===== src/logic/sfe_pkg.sv =====
package sfe_pkg;

    // Opcodes decoded by the command sequencer
    localparam logic [7:0] OPC_BLOCK_ERASE = 8'hD8;
    localparam logic [7:0] OPC_CHIP_ERASE_A = 8'hC7;
    localparam logic [7:0] OPC_CHIP_ERASE_B = 8'h60;
    localparam logic [7:0] OPC_SUSPEND = 8'h75;
    localparam logic [7:0] OPC_RESUME = 8'h7A;
    localparam logic [7:0] OPC_FAST_ENTER = 8'hA3;
    localparam logic [7:0] OPC_RELEASE_PD = 8'hAB;
    localparam logic [7:0] OPC_POWER_DOWN = 8'hB9;

    // Frame lengths in serial clock bits
    localparam logic [5:0] BITS_OPCODE = 6'h08;
    localparam logic [5:0] BITS_ADDR_FRAME = 6'h20;
    localparam logic [5:0] BITS_FAST_FRAME = 6'h20;
    localparam logic [5:0] BITS_SAT = 6'h3F;
    localparam logic [5:0] BIT_ONE = 6'h01;

    // Address layout: 64 blocks of 64KB
    localparam int BLK_LSB = 16;
    localparam int BLK_W = 6;
    localparam logic [6:0] BLK_COUNT = 7'h40;
    localparam logic [6:0] BLK_ONE = 7'h01;
    localparam logic [2:0] BP_LVL_ONE = 3'h1;

    // Timing
    localparam int unsigned CLK_PERIOD_NS = 50;
    localparam int unsigned NS_PER_US = 1000;
    localparam int unsigned RESUME_WIP_NS = 200;
    localparam int unsigned RESUME_WIP_CYC = RESUME_WIP_NS / CLK_PERIOD_NS;
    localparam logic [31:0] CNT_ONE = 32'h0000_0001;

    typedef enum logic [1:0] {
        ST_IDLE = 2'b00,
        ST_BUSY = 2'b01,
        ST_SUSP = 2'b11
    } sfe_state_t;

    typedef enum logic [1:0] {
        JOB_NONE  = 2'b00,
        JOB_BLOCK = 2'b01,
        JOB_CHIP  = 2'b10,
        JOB_PROG  = 2'b11
    } sfe_job_t;

    typedef struct packed {
        logic sclk;
        logic cs_b;
        logic si;
    } sfe_pins_t;

    typedef struct packed {
        logic write_in_progress;
        logic write_enable_latch;
        logic suspend_flag;
        logic high_performance_mode;
    } sfe_stat_t;

    typedef struct packed {
        sfe_pins_t   meta;
        sfe_pins_t   sync;
        sfe_pins_t   prev;
        logic [5:0]  cnt;
        logic [7:0]  opc;
        logic [23:0] shift;
        sfe_state_t  state;
        sfe_job_t    job;
        logic [31:0] remain;
        logic [5:0]  tgt;
        logic        done;
        sfe_stat_t   stat;
    } sfe_regs_t;

    // Pins rest at idle levels so reset never fakes a select edge
    localparam sfe_pins_t PINS_IDLE = 3'h2;

    localparam sfe_regs_t REGS_RESET = '{
        meta: PINS_IDLE, sync: PINS_IDLE, prev: PINS_IDLE,
        state: ST_IDLE, job: JOB_NONE, default: '0};

endpackage : sfe_pkg


===== src/logic/sfe_ctrl.sv =====
// Summary of operation
// Block erase needs write enable latch set
// Block erase frame: opcode plus 3 address bytes
// Select must rise right after last address bit
// Block erase self-timed, busy flag held meanwhile
// Write enable latch cleared before erase ends
// Protected target block is never erased
// Two chip erase opcodes, need write enable
// Select rises after eighth bit, else dropped
// Chip erase busy, then clears busy and latch
// Chip erase only with no protection bits
// Suspend pauses block erase or page program
// No erase or status write while suspended
// Suspend ignored during chip erase
// Program suspend only during page program
// Resume only when suspended and not busy
// Resume clears suspend, busy within 200 ns
// Fast mode entry: opcode plus three dummies
// Host enters fast mode before fast reads
// Power-down opcodes leave fast mode
// While busy only suspend is obeyed
`timescale 1ns/10ps
module sfe_ctrl
    import sfe_pkg::*;
#(
    parameter int unsigned BLOCK_ERASE_TIME_US  = 1000,
    parameter int unsigned CHIP_ERASE_TIME_US   = 4000,
    parameter int unsigned PAGE_PROGRAM_TIME_US = 100
) (
    input  wire logic       ref_clk_in,
    input  wire logic       rst_b_in,
    input  wire logic       spi_sclk_in,
    input  wire logic       spi_cs_b_in,
    input  wire logic       spi_si_in,
    input  wire logic [4:0] block_protect_bits_in,
    input  wire logic       write_enable_set_in,
    input  wire logic       page_program_start_in,
    output sfe_stat_t       status_out,
    output sfe_job_t        active_job_out,
    output logic [5:0]      target_block_out,
    output logic            op_done_out
);

    localparam logic [31:0] BLOCK_ERASE_CYC =
        32'(BLOCK_ERASE_TIME_US * NS_PER_US / CLK_PERIOD_NS);
    localparam logic [31:0] CHIP_ERASE_CYC =
        32'(CHIP_ERASE_TIME_US * NS_PER_US / CLK_PERIOD_NS);
    localparam logic [31:0] PAGE_PROGRAM_CYC =
        32'(PAGE_PROGRAM_TIME_US * NS_PER_US / CLK_PERIOD_NS);
    localparam int RES_MAX = RESUME_WIP_CYC;

    sfe_regs_t q;
    sfe_regs_t d;

    logic sclk_rise;
    logic cs_rise;
    logic cs_fall;
    logic len8;
    logic len32;

    // Protection: upper 2^(level-1) blocks, high bits protect all
    function automatic logic blk_prot(
        input logic [5:0] blk,
        input logic [4:0] bp
    );
        logic [6:0] span;
        span = BLK_ONE << (bp[2:0] - BP_LVL_ONE);
        blk_prot = (bp[4:3] != 2'b00) ||
                   ((bp[2:0] != 3'b000) &&
                    (({1'b0, blk} + span) >= BLK_COUNT));
    endfunction : blk_prot

    // Edges are taken from the second and third stages only
    assign sclk_rise = q.sync.sclk & ~q.prev.sclk;
    assign cs_rise = q.sync.cs_b & ~q.prev.cs_b;
    assign cs_fall = ~q.sync.cs_b & q.prev.cs_b;
    assign len8 = (q.cnt == BITS_OPCODE);
    assign len32 = (q.cnt == BITS_ADDR_FRAME);

    // Next-state logic for the whole sequencer
    always_comb begin
        d = q;
        d.meta.sclk = spi_sclk_in;
        d.meta.cs_b = spi_cs_b_in;
        d.meta.si = spi_si_in;
        d.sync = q.meta;
        d.prev = q.sync;
        d.done = 1'b0;

        // Frame shifter; count saturates so long frames never alias
        if (cs_fall) begin
            d.cnt = '0;
        end else if (!q.sync.cs_b && sclk_rise) begin
            d.shift = {q.shift[22:0], q.sync.si};
            if (q.cnt == (BITS_OPCODE - BIT_ONE)) begin
                d.opc = {q.shift[6:0], q.sync.si};
            end
            if (q.cnt != BITS_SAT) begin
                d.cnt = q.cnt + BIT_ONE;
            end
        end

        // Self-timed engine runs only while busy
        if (q.state == ST_BUSY) begin
            if (q.remain <= CNT_ONE) begin
                d.state = ST_IDLE;
                d.job = JOB_NONE;
                d.stat.write_enable_latch = 1'b0;
                d.done = 1'b1;
            end else begin
                d.remain = q.remain - CNT_ONE;
            end
        end

        // Write enable is ignored while an operation runs
        if (write_enable_set_in && q.state != ST_BUSY) begin
            d.stat.write_enable_latch = 1'b1;
        end

        // Page program start from the neighbouring program path
        if (page_program_start_in && q.state == ST_IDLE &&
            q.stat.write_enable_latch) begin
            d.state = ST_BUSY;
            d.job = JOB_PROG;
            d.remain = PAGE_PROGRAM_CYC;
            d.stat.write_enable_latch = 1'b0;
        end

        // Commands execute on chip select rising
        if (cs_rise) begin
            if (q.state == ST_BUSY) begin
                // Only suspend gets through; chip erase cannot pause
                if (len8 && q.opc == OPC_SUSPEND &&
                    d.state == ST_BUSY && q.job != JOB_CHIP) begin
                    d.state = ST_SUSP;
                end
            end else if (len8 && q.opc == OPC_RESUME) begin
                if (q.state == ST_SUSP) begin
                    d.state = ST_BUSY;
                    d.stat.write_enable_latch = 1'b0;
                end
            end else if (len32 && q.opc == OPC_BLOCK_ERASE) begin
                // Any address inside the block selects it
                if (d.state == ST_IDLE &&
                    q.stat.write_enable_latch &&
                    !blk_prot(q.shift[BLK_LSB +: BLK_W],
                              block_protect_bits_in)) begin
                    d.state = ST_BUSY;
                    d.job = JOB_BLOCK;
                    d.remain = BLOCK_ERASE_CYC;
                    d.tgt = q.shift[BLK_LSB +: BLK_W];
                    d.stat.write_enable_latch = 1'b0;
                end
            end else if (len8 && (q.opc == OPC_CHIP_ERASE_A ||
                                  q.opc == OPC_CHIP_ERASE_B)) begin
                if (d.state == ST_IDLE &&
                    q.stat.write_enable_latch &&
                    block_protect_bits_in == '0) begin
                    d.state = ST_BUSY;
                    d.job = JOB_CHIP;
                    d.remain = CHIP_ERASE_CYC;
                    d.stat.write_enable_latch = 1'b0;
                end
            end else if (q.cnt == BITS_FAST_FRAME &&
                         q.opc == OPC_FAST_ENTER) begin
                d.stat.high_performance_mode = 1'b1;
            end else if (q.cnt >= BITS_OPCODE &&
                         (q.opc == OPC_RELEASE_PD ||
                          q.opc == OPC_POWER_DOWN)) begin
                d.stat.high_performance_mode = 1'b0;
            end
        end

        // Status flags follow the state so they can never disagree
        d.stat.write_in_progress = (d.state == ST_BUSY);
        d.stat.suspend_flag = (d.state == ST_SUSP);
    end

    // Single state register; reset loads constants only
    always_ff @(posedge ref_clk_in or negedge rst_b_in) begin
        if (!rst_b_in) begin
            q <= REGS_RESET;
        end else begin
            q <= d;
        end
    end

    // Outputs straight from the state register
    assign status_out = q.stat;
    assign active_job_out = q.job;
    assign target_block_out = q.tgt;
    assign op_done_out = q.done;
endmodule : sfe_ctrl


===== config.mk =====
export PLATFORM = sky130hd
export DESIGN_NAME = sfe_ctrl
export DESIGN_NICKNAME = d
export VERILOG_FILES = /design/src/logic/sfe_pkg.sv /design/src/logic/sfe_ctrl.sv
export SDC_FILE = /design/constraint.sdc
export NUM_CORES = 1
export LEC_CHECK = 0
export BUFFER_PORTS_ARGS = -buffer_cell sky130_fd_sc_hd__buf_2
export CAP_MARGIN = 15
export CORE_ASPECT_RATIO = 1.4
export CORE_MARGIN = 2
export CORE_UTILIZATION = 25
export CTS_BUF_LIST = sky130_fd_sc_hd__clkbuf_16
export DETAILED_ROUTE_END_ITERATION = 6
export PLACE_DENSITY_LB_ADDON = 0.25
export SYNTH_ARGS = -nofsm -noshare
export SYNTH_HDL_FRONTEND = slang
export SYNTH_SLANG_ARGS = --single-unit

===== constraint.sdc =====
create_clock -name ref_clk_in -period 3.95 [get_ports ref_clk_in]
set_clock_uncertainty 0.15 [all_clocks]
set_input_delay 0.1975 -clock ref_clk_in [delete_from_list [all_inputs] [get_ports ref_clk_in]]
set_output_delay 0.1975 -clock ref_clk_in [all_outputs]
set_load 0.02 [all_outputs]

Word-level counts from Yosys, hierarchy flattened
Cells that the tools add are included.
{ "totals": {"ff_bits": 93, "input_bits": 12, "out_inout_bits": 13} }
{ "op_classes": {"add_sub_neg": 4, "n_eq_ne": 19, "muxes": 36, "bitwise_logic": 11, "order_cmp": 3, "reduce_logical": 34, "shift": 1} }
{ "op_table": {"columns": ["operator", "count"], "rows": [
  ["$mux W36", 5],
  ["$mux W42", 2],
  ["$mux W40", 2],
  ["$eq A8 B8 Y1 const B", 5],
  ["$mux W38", 1],
  ["$le A32 B1 Y1 const B", 1],
  ["$mux W32", 1],
  ["$sub A32 B1 Y32 const B", 1],
  ["$eq A8 B7 Y1 const B", 3],
  ["$mux W6", 3],
  ["$logic_and A1 B1 Y1", 16],
  ["$mux W1", 16],
  ["$mux W2", 4],
  ["$mux W8", 1],
  ["$not A1 Y1", 8],
  ["$reduce_bool A2 Y1", 4],
  ["$add A6 B7 Y7", 1],
  ["$ge A7 B7 Y1 const B", 1],
  ["$shl A1 B3 Y7 const A", 1],
  ["$add A6 B1 Y6 const B", 1],
  ["$eq A2 B1 Y1 const B", 3],
  ["$eq A6 B3 Y1 const B", 1],
  ["$eq A6 B4 Y1 const B", 1],
  ["$eq A6 B6 Y1 const B", 1],
  ["other kinds (17)", 25]
]} }

Depth between registers and ports, before layout
{ "logic_depth": {"word_depth": 14, "depth_mapped": 11, "ltp_nobuf": 10} }

Worst setup path after synthesis
OpenSTA, ideal clock, no wires.
{ "synth_timing": {"kind": "in2reg", "start": "in block_protect_bits_in[0]", "end": "reg q, in the netlist target_block_out[1]", "setup_ps": 128, "slack_ps": 1032, "path_stages": 11, "arrival_ps": 2640, "cell_sequence": "clkbuf_1 > and2_1 > ha_1 > fa_1 > a211oi_1 > o21bai_1 > a21o_1 > a211o_1 > nand3_1 > clkbuf_1 > mux2_1"} }
{ "synth_via": {"elab_chain_cells": 9} }
{ "synth_lines": {"columns": ["element", "line_no", "source"], "rows": [
  ["start, declared", "sfe_ctrl.sv:35", "input wire logic [4:0] block_protect_bits_in,"],
  ["$sub A3 B1 Y3", "sfe_ctrl.sv:67", "span = BLK_ONE << (bp[2:0] - BP_LVL_ONE);"],
  ["$shl A1 B3 Y7", "sfe_ctrl.sv:67", null],
  ["$add A6 B7 Y7", "sfe_ctrl.sv:70", "(({1'b0, blk} + span) >= BLK_COUNT));"],
  ["$ge A7 B7 Y1", "sfe_ctrl.sv:70", null],
  ["$logic_and A1 B1 Y1 (*)", "sfe_ctrl.sv:69", "((bp[2:0] != 3'b000) &&"],
  ["$logic_or A1 B1 Y1 (*)", "sfe_ctrl.sv:68", "blk_prot = (bp[4:3] != 2'b00) ||"],
  ["$logic_not A1 Y1 (*)", "sfe_ctrl.sv:146", "!blk_prot(q.shift[BLK_LSB +: BLK_W],"],
  ["$logic_and A1 B1 Y1 (*)", "sfe_ctrl.sv:145", "q.stat.write_enable_latch &&"],
  ["$reduce_and A5 Y1 (no line) (*)", null, null],
  ["end signal, assigned", "sfe_ctrl.sv:182", "q <= REGS_RESET;"],
  ["end signal, assigned", "sfe_ctrl.sv:184", "q <= d;"],
  ["end, declared", "sfe_ctrl.sv:52", "sfe_regs_t q;"]
]} }
Every way passes the cells marked *; elsewhere a longest branch is shown, timed or not.
A chain may end at the register's enable or synchronous reset.

Worst setup path after layout
{ "layout_timing": {"start": "reg q[63] in the netlist's numbering", "end": "reg q, in the netlist target_block_out[5]"} }
{ "layout_via": {"elab_chain_cells": 7} }
{ "layout_lines": {"columns": ["element", "line_no"], "rows": [
  ["$add A6 B7 Y7", "sfe_ctrl.sv:70"],
  ["$ge A7 B7 Y1", "sfe_ctrl.sv:70"],
  ["$logic_and A1 B1 Y1", "sfe_ctrl.sv:69"],
  ["$logic_or A1 B1 Y1", "sfe_ctrl.sv:68"],
  ["$logic_not A1 Y1", "sfe_ctrl.sv:146"],
  ["$logic_and A1 B1 Y1", "sfe_ctrl.sv:145"],
  ["$reduce_and A5 Y1 (no line)", null]
]} }
No other way between the ends.

==> insert_results.sql <==
INSERT INTO impl_metrics (metric_group, metric, value, unit) VALUES
('sta', 'max_slew_margin', '46.3', '%'),
('sta', 'report.final.slew_viol_count', '0', ''),
('global_routing', 'grt_start_max_net_pins', '64', ''),
('placement', 'dp.final_hpwl', '7110', 'um'),
('synthesis', 'synthArstFlopShare', '100', '%'),
('synthesis', 'yosys_warnings', '0', ''),
('floorplanning', 'initial_utilization', '25.6', '%'),
('setup_path', 'worstPathCellList', 'ha_1, fa_1, a211oi_1, o21bai_1, a221oi_1, a211o_1, nand3_1, mux2_1', ''),
('floorplanning', 'core_area', '18100', 'um^2'),
('layout', 'postLayoutCoreUtil', '29.2', '%'),
('cts', 'ctsLongestPathBuffers', '2', ''),
('synthesis', 'seq_area_frac_synth', '49.2', '%'),
('floorplanning', 'die_width', '119', 'um'),
('global_routing', 'first_pass_grt_wire_length', '16900', 'um'),
('placement', 'place.gp.congestion', '0.793', ''),
('job', 'max_cap_violations', '0', ''),
('setup_path', 'crit_end_element', 'register', ''),
('setup_path', 'setup.worst_path.start_class', 'register', ''),
('layout', 'final_net_count', '459', ''),
('detailed_routing', 'drt_iter0_drc', '60', ''),
('cts', 'tritoncts', 'built', ''),
('floorplanning', 'ios', '25', ''),
('synthesis', 'synthDistinctLibCells', '66', ''),
('synthesis', 'syn-num-nets', '439', ''),
('sta', 'finalSetupTns', '0', 'ns'),
('layout', 'most_common_cell_after_layout_fill_and_taps_aside', 'sky130_fd_sc_hd__dfrtp_1', ''),
('sta', 'period_share', '78.7', '%'),
('cts', 'cts-root-buf', 'sky130_fd_sc_hd__clkbuf_16', ''),
('power_and_ir_drop', 'leakagePower', '2.20', 'nW'),
('power_and_ir_drop', 'power_density', '361', 'nW/um^2'),
('detailed_routing', 'finalWirelength', '9650', 'um'),
('layout', 'n_fill_cell', '1887', ''),
('setup_path', 'timing.setup.critical_path_class', 'reg -> reg', ''),
('layout', 'regArea', '2280', 'um^2'),
('sta', 'grt_setup_unrepaired', 'no', ''),
('power_and_ir_drop', 'fin_total_pwr', '1.91', 'mW'),
('global_routing', 'global_route.overflow_total', '0', ''),
('floorplanning', 'floorplan.die.height', '165', 'um'),
('detailed_routing', 'drc_violations_left', '0', ''),
('setup_path', 'largest_stage_delay_on_the_critical_path', '0.45', 'ns'),
('sta', 'final_setup_viols', '0', ''),
('setup_path', 'cp_data_required_time', '4.02', 'ns'),
('synthesis', 'ys_ff_latch', '91', ''),
('detailed_routing', 'final_antenna_net_count', '0', ''),
('run_status', 'outcome', 'finished, final reports clean', ''),
('detailed_routing', 'wl_per_cell', '14.2', 'um'),
('global_routing', 'antenna_violations_before_repair', '0', ''),
('setup_path', 'critical_path.max_fanout', '11', ''),
('setup_path', 'worst_path_max_delay_cell', 'sky130_fd_sc_hd__mux2_1', ''),
('detailed_routing', 'drtPass1Iterations', '5', ''),
('cts', 'worstSkewPairLatency', '0.34', 'ns'),
('synthesis', 'synth-edff-count', '0', ''),
('synthesis', 'netlist_instances', '417', ''),
('sta', 'finalWorstSetupSlack', '0.841', 'ns'),
('layout', 'antenna-diode-count', '0', ''),
('sta', 'timing_hold_violations_final', '0', ''),
('synthesis', 'synth_top_flop_cell', 'sky130_fd_sc_hd__dfrtp_1', ''),
('sta', 'hold_ws', '0.0851', 'ns'),
('global_routing', 'vias_in_the_first_global_route', '3348', ''),
('cts', 'clkSinkCount', '91', ''),
('global_routing', 'globalRouteTotalUtil', '10.6', '%'),
('synthesis', 'synth.avg_cell_area', '11.1', 'um^2'),
('detailed_routing', 'detailroute.via_count', '3121', ''),
('sta', 'tightest_slew', '0.805', 'ns'),
('cts', 'post_cts_buffers', '0', ''),
('cts', 'cts_inserted_buffers', '9', ''),
('floorplanning', 'die_area', '19600', 'um^2'),
('synthesis', 'post_synth_instance_area', '4630', 'um^2'),
('layout', 'final_layout_size_suffix_gt1_share', '21.5', '%'),
('layout', 'layout_common_cells', '88 x sky130_fd_sc_hd__dfrtp_1, 44 x sky130_fd_sc_hd__nor2_1, 31 x sky130_fd_sc_hd__mux2_2', ''),
('cts', 'clock_transition_at_path_regs', '0.07', 'ns');
layer usage:
| metal | up-vias | track usage (%) | wire [um] |
|---|---|---|---|
| met5 | - | 0 | 0 |
| met4 | 0 | 3.63 | 156 |
| met3 | 11 | 2.20 | 204 |
| met1 | 1566 | 12.2 | 4100 |
| li1 | 1522 | - | - |
| met2 | 22 | 19.7 | 5190 |
registers in the layout, summed over array words and instances, names as in the netlist:
name and cells:
target_block_out 6, status_out 4, active_job_out 2, q 72
d 6, op_done_out 1
report_power, final:
group,switching [mW],total [mW],internal [mW]
clock network,0.367,0.856,0.489
registers,0.0179,0.976,0.958
logic,0.0412,0.0741,0.0329
total,0.426,1.91,1.48
cell type report:
cell class                      count  share of cell area [%]
Sequential cell                    91                    43.2
Multi-Input combinational cell    294                    41.3
Tap cell                          240                    5.69
Clock inverter                      6                    1.23
Inverter                            9                   0.640
Timing Repair Buffer               32                    3.65
Clock buffer                        9                    4.27
cell usage after synthesis, types with 2 or more instances:
master	count	area [um^2]
sky130_fd_sc_hd__mux2_1	5	56.3
sky130_fd_sc_hd__a2111oi_4	2	55.1
sky130_fd_sc_hd__nand3b_1	3	22.5
sky130_fd_sc_hd__nand4_1	10	62.6
sky130_fd_sc_hd__mux2_2	31	349
sky130_fd_sc_hd__nand2b_1	5	31.3
sky130_fd_sc_hd__inv_1	8	30.0
sky130_fd_sc_hd__or3_1	3	18.8
sky130_fd_sc_hd__ha_1	9	113
sky130_fd_sc_hd__and3b_1	2	17.5
sky130_fd_sc_hd__a211oi_1	4	30.0
sky130_fd_sc_hd__or4_4	3	33.8
sky130_fd_sc_hd__nand4b_1	7	61.3
sky130_fd_sc_hd__nand2_1	24	90.1
sky130_fd_sc_hd__nand3_1	15	75.1
sky130_fd_sc_hd__dfstp_2	3	78.8
sky130_fd_sc_hd__o21a_1	2	15.0
sky130_fd_sc_hd__a21o_1	4	30.0
sky130_fd_sc_hd__dfrtp_1	88	2200
sky130_fd_sc_hd__o21ai_0	5	25.0
sky130_fd_sc_hd__and3_1	8	50.1
sky130_fd_sc_hd__nor2b_1	9	56.3
sky130_fd_sc_hd__and2_1	6	37.5
sky130_fd_sc_hd__nor2_1	45	169
sky130_fd_sc_hd__and4b_1	2	20.0
sky130_fd_sc_hd__a31oi_1	3	18.8
sky130_fd_sc_hd__buf_4	14	105
sky130_fd_sc_hd__xor2_1	21	184
sky130_fd_sc_hd__a21oi_1	9	45.0
sky130_fd_sc_hd__o21ai_1	3	15.0
sky130_fd_sc_hd__xnor2_1	9	78.8
sky130_fd_sc_hd__o41ai_1	2	17.5
sky130_fd_sc_hd__clkbuf_1	8	30.0
sky130_fd_sc_hd__nor3_1	6	30.0
sky130_fd_sc_hd__a31o_2	2	17.5
sky130_fd_sc_hd__and4_1	2	17.5
sky130_fd_sc_hd__nor4b_1	2	17.5
sky130_fd_sc_hd__nor3b_1	3	22.5
sky130_fd_sc_hd__nor4_1	3	18.8
worst paths after layout:
path,cells past startpoint,start,end
hold reg to reg,0,d[88],d[85]
hold / removal,3,write_enable_set_in,status_out[2]
min in group asynchronous,2,rst_b_in,q[15]
max in group asynchronous,3,rst_b_in,q[86]
setup / recovery,8,q[63],target_block_out[5]
setup reg to reg,8,q[63],target_block_out[5]
metrics by stage:
stage               cells  instance area [um^2]
floorplan             417                  4630
global placement      662                  4950
detailed placement    662                  4950
CTS                   681                  5280
global route          681                  5280
finish                681                  5280
critical path, delay by kind of cell, from the launching register on:
| kind | cells | cell delay, ns |
|---|---|---|
| AOI/OAI and AO/OA | 4 | 1.04 |
| adders and majority gates | 2 | 0.60 |
| DFF | 1 | 0.41 |
| muxes | 1 | 0.45 |
| and+or+nand+nor | 1 | 0.35 |
cells by family (layout without fill, tap and decap cells):
kind of cell / Yosys count / in the layout / share of synthesized area, %
flip-flops: 91 / 91 / 49.2
buffers and inverters: 32 / 56 / 3.75
AND/OR/NAND/NOR: 167 / 167 / 20.8
multiplexers: 36 / 36 / 8.75
AO/OA/AOI/OAI: 51 / 51 / 8.89
adder cells (fa/ha/maj): 10 / 10 / 2.86
XOR/XNOR: 30 / 30 / 5.67
Note: power is estimated with default switching activity, not from simulation.
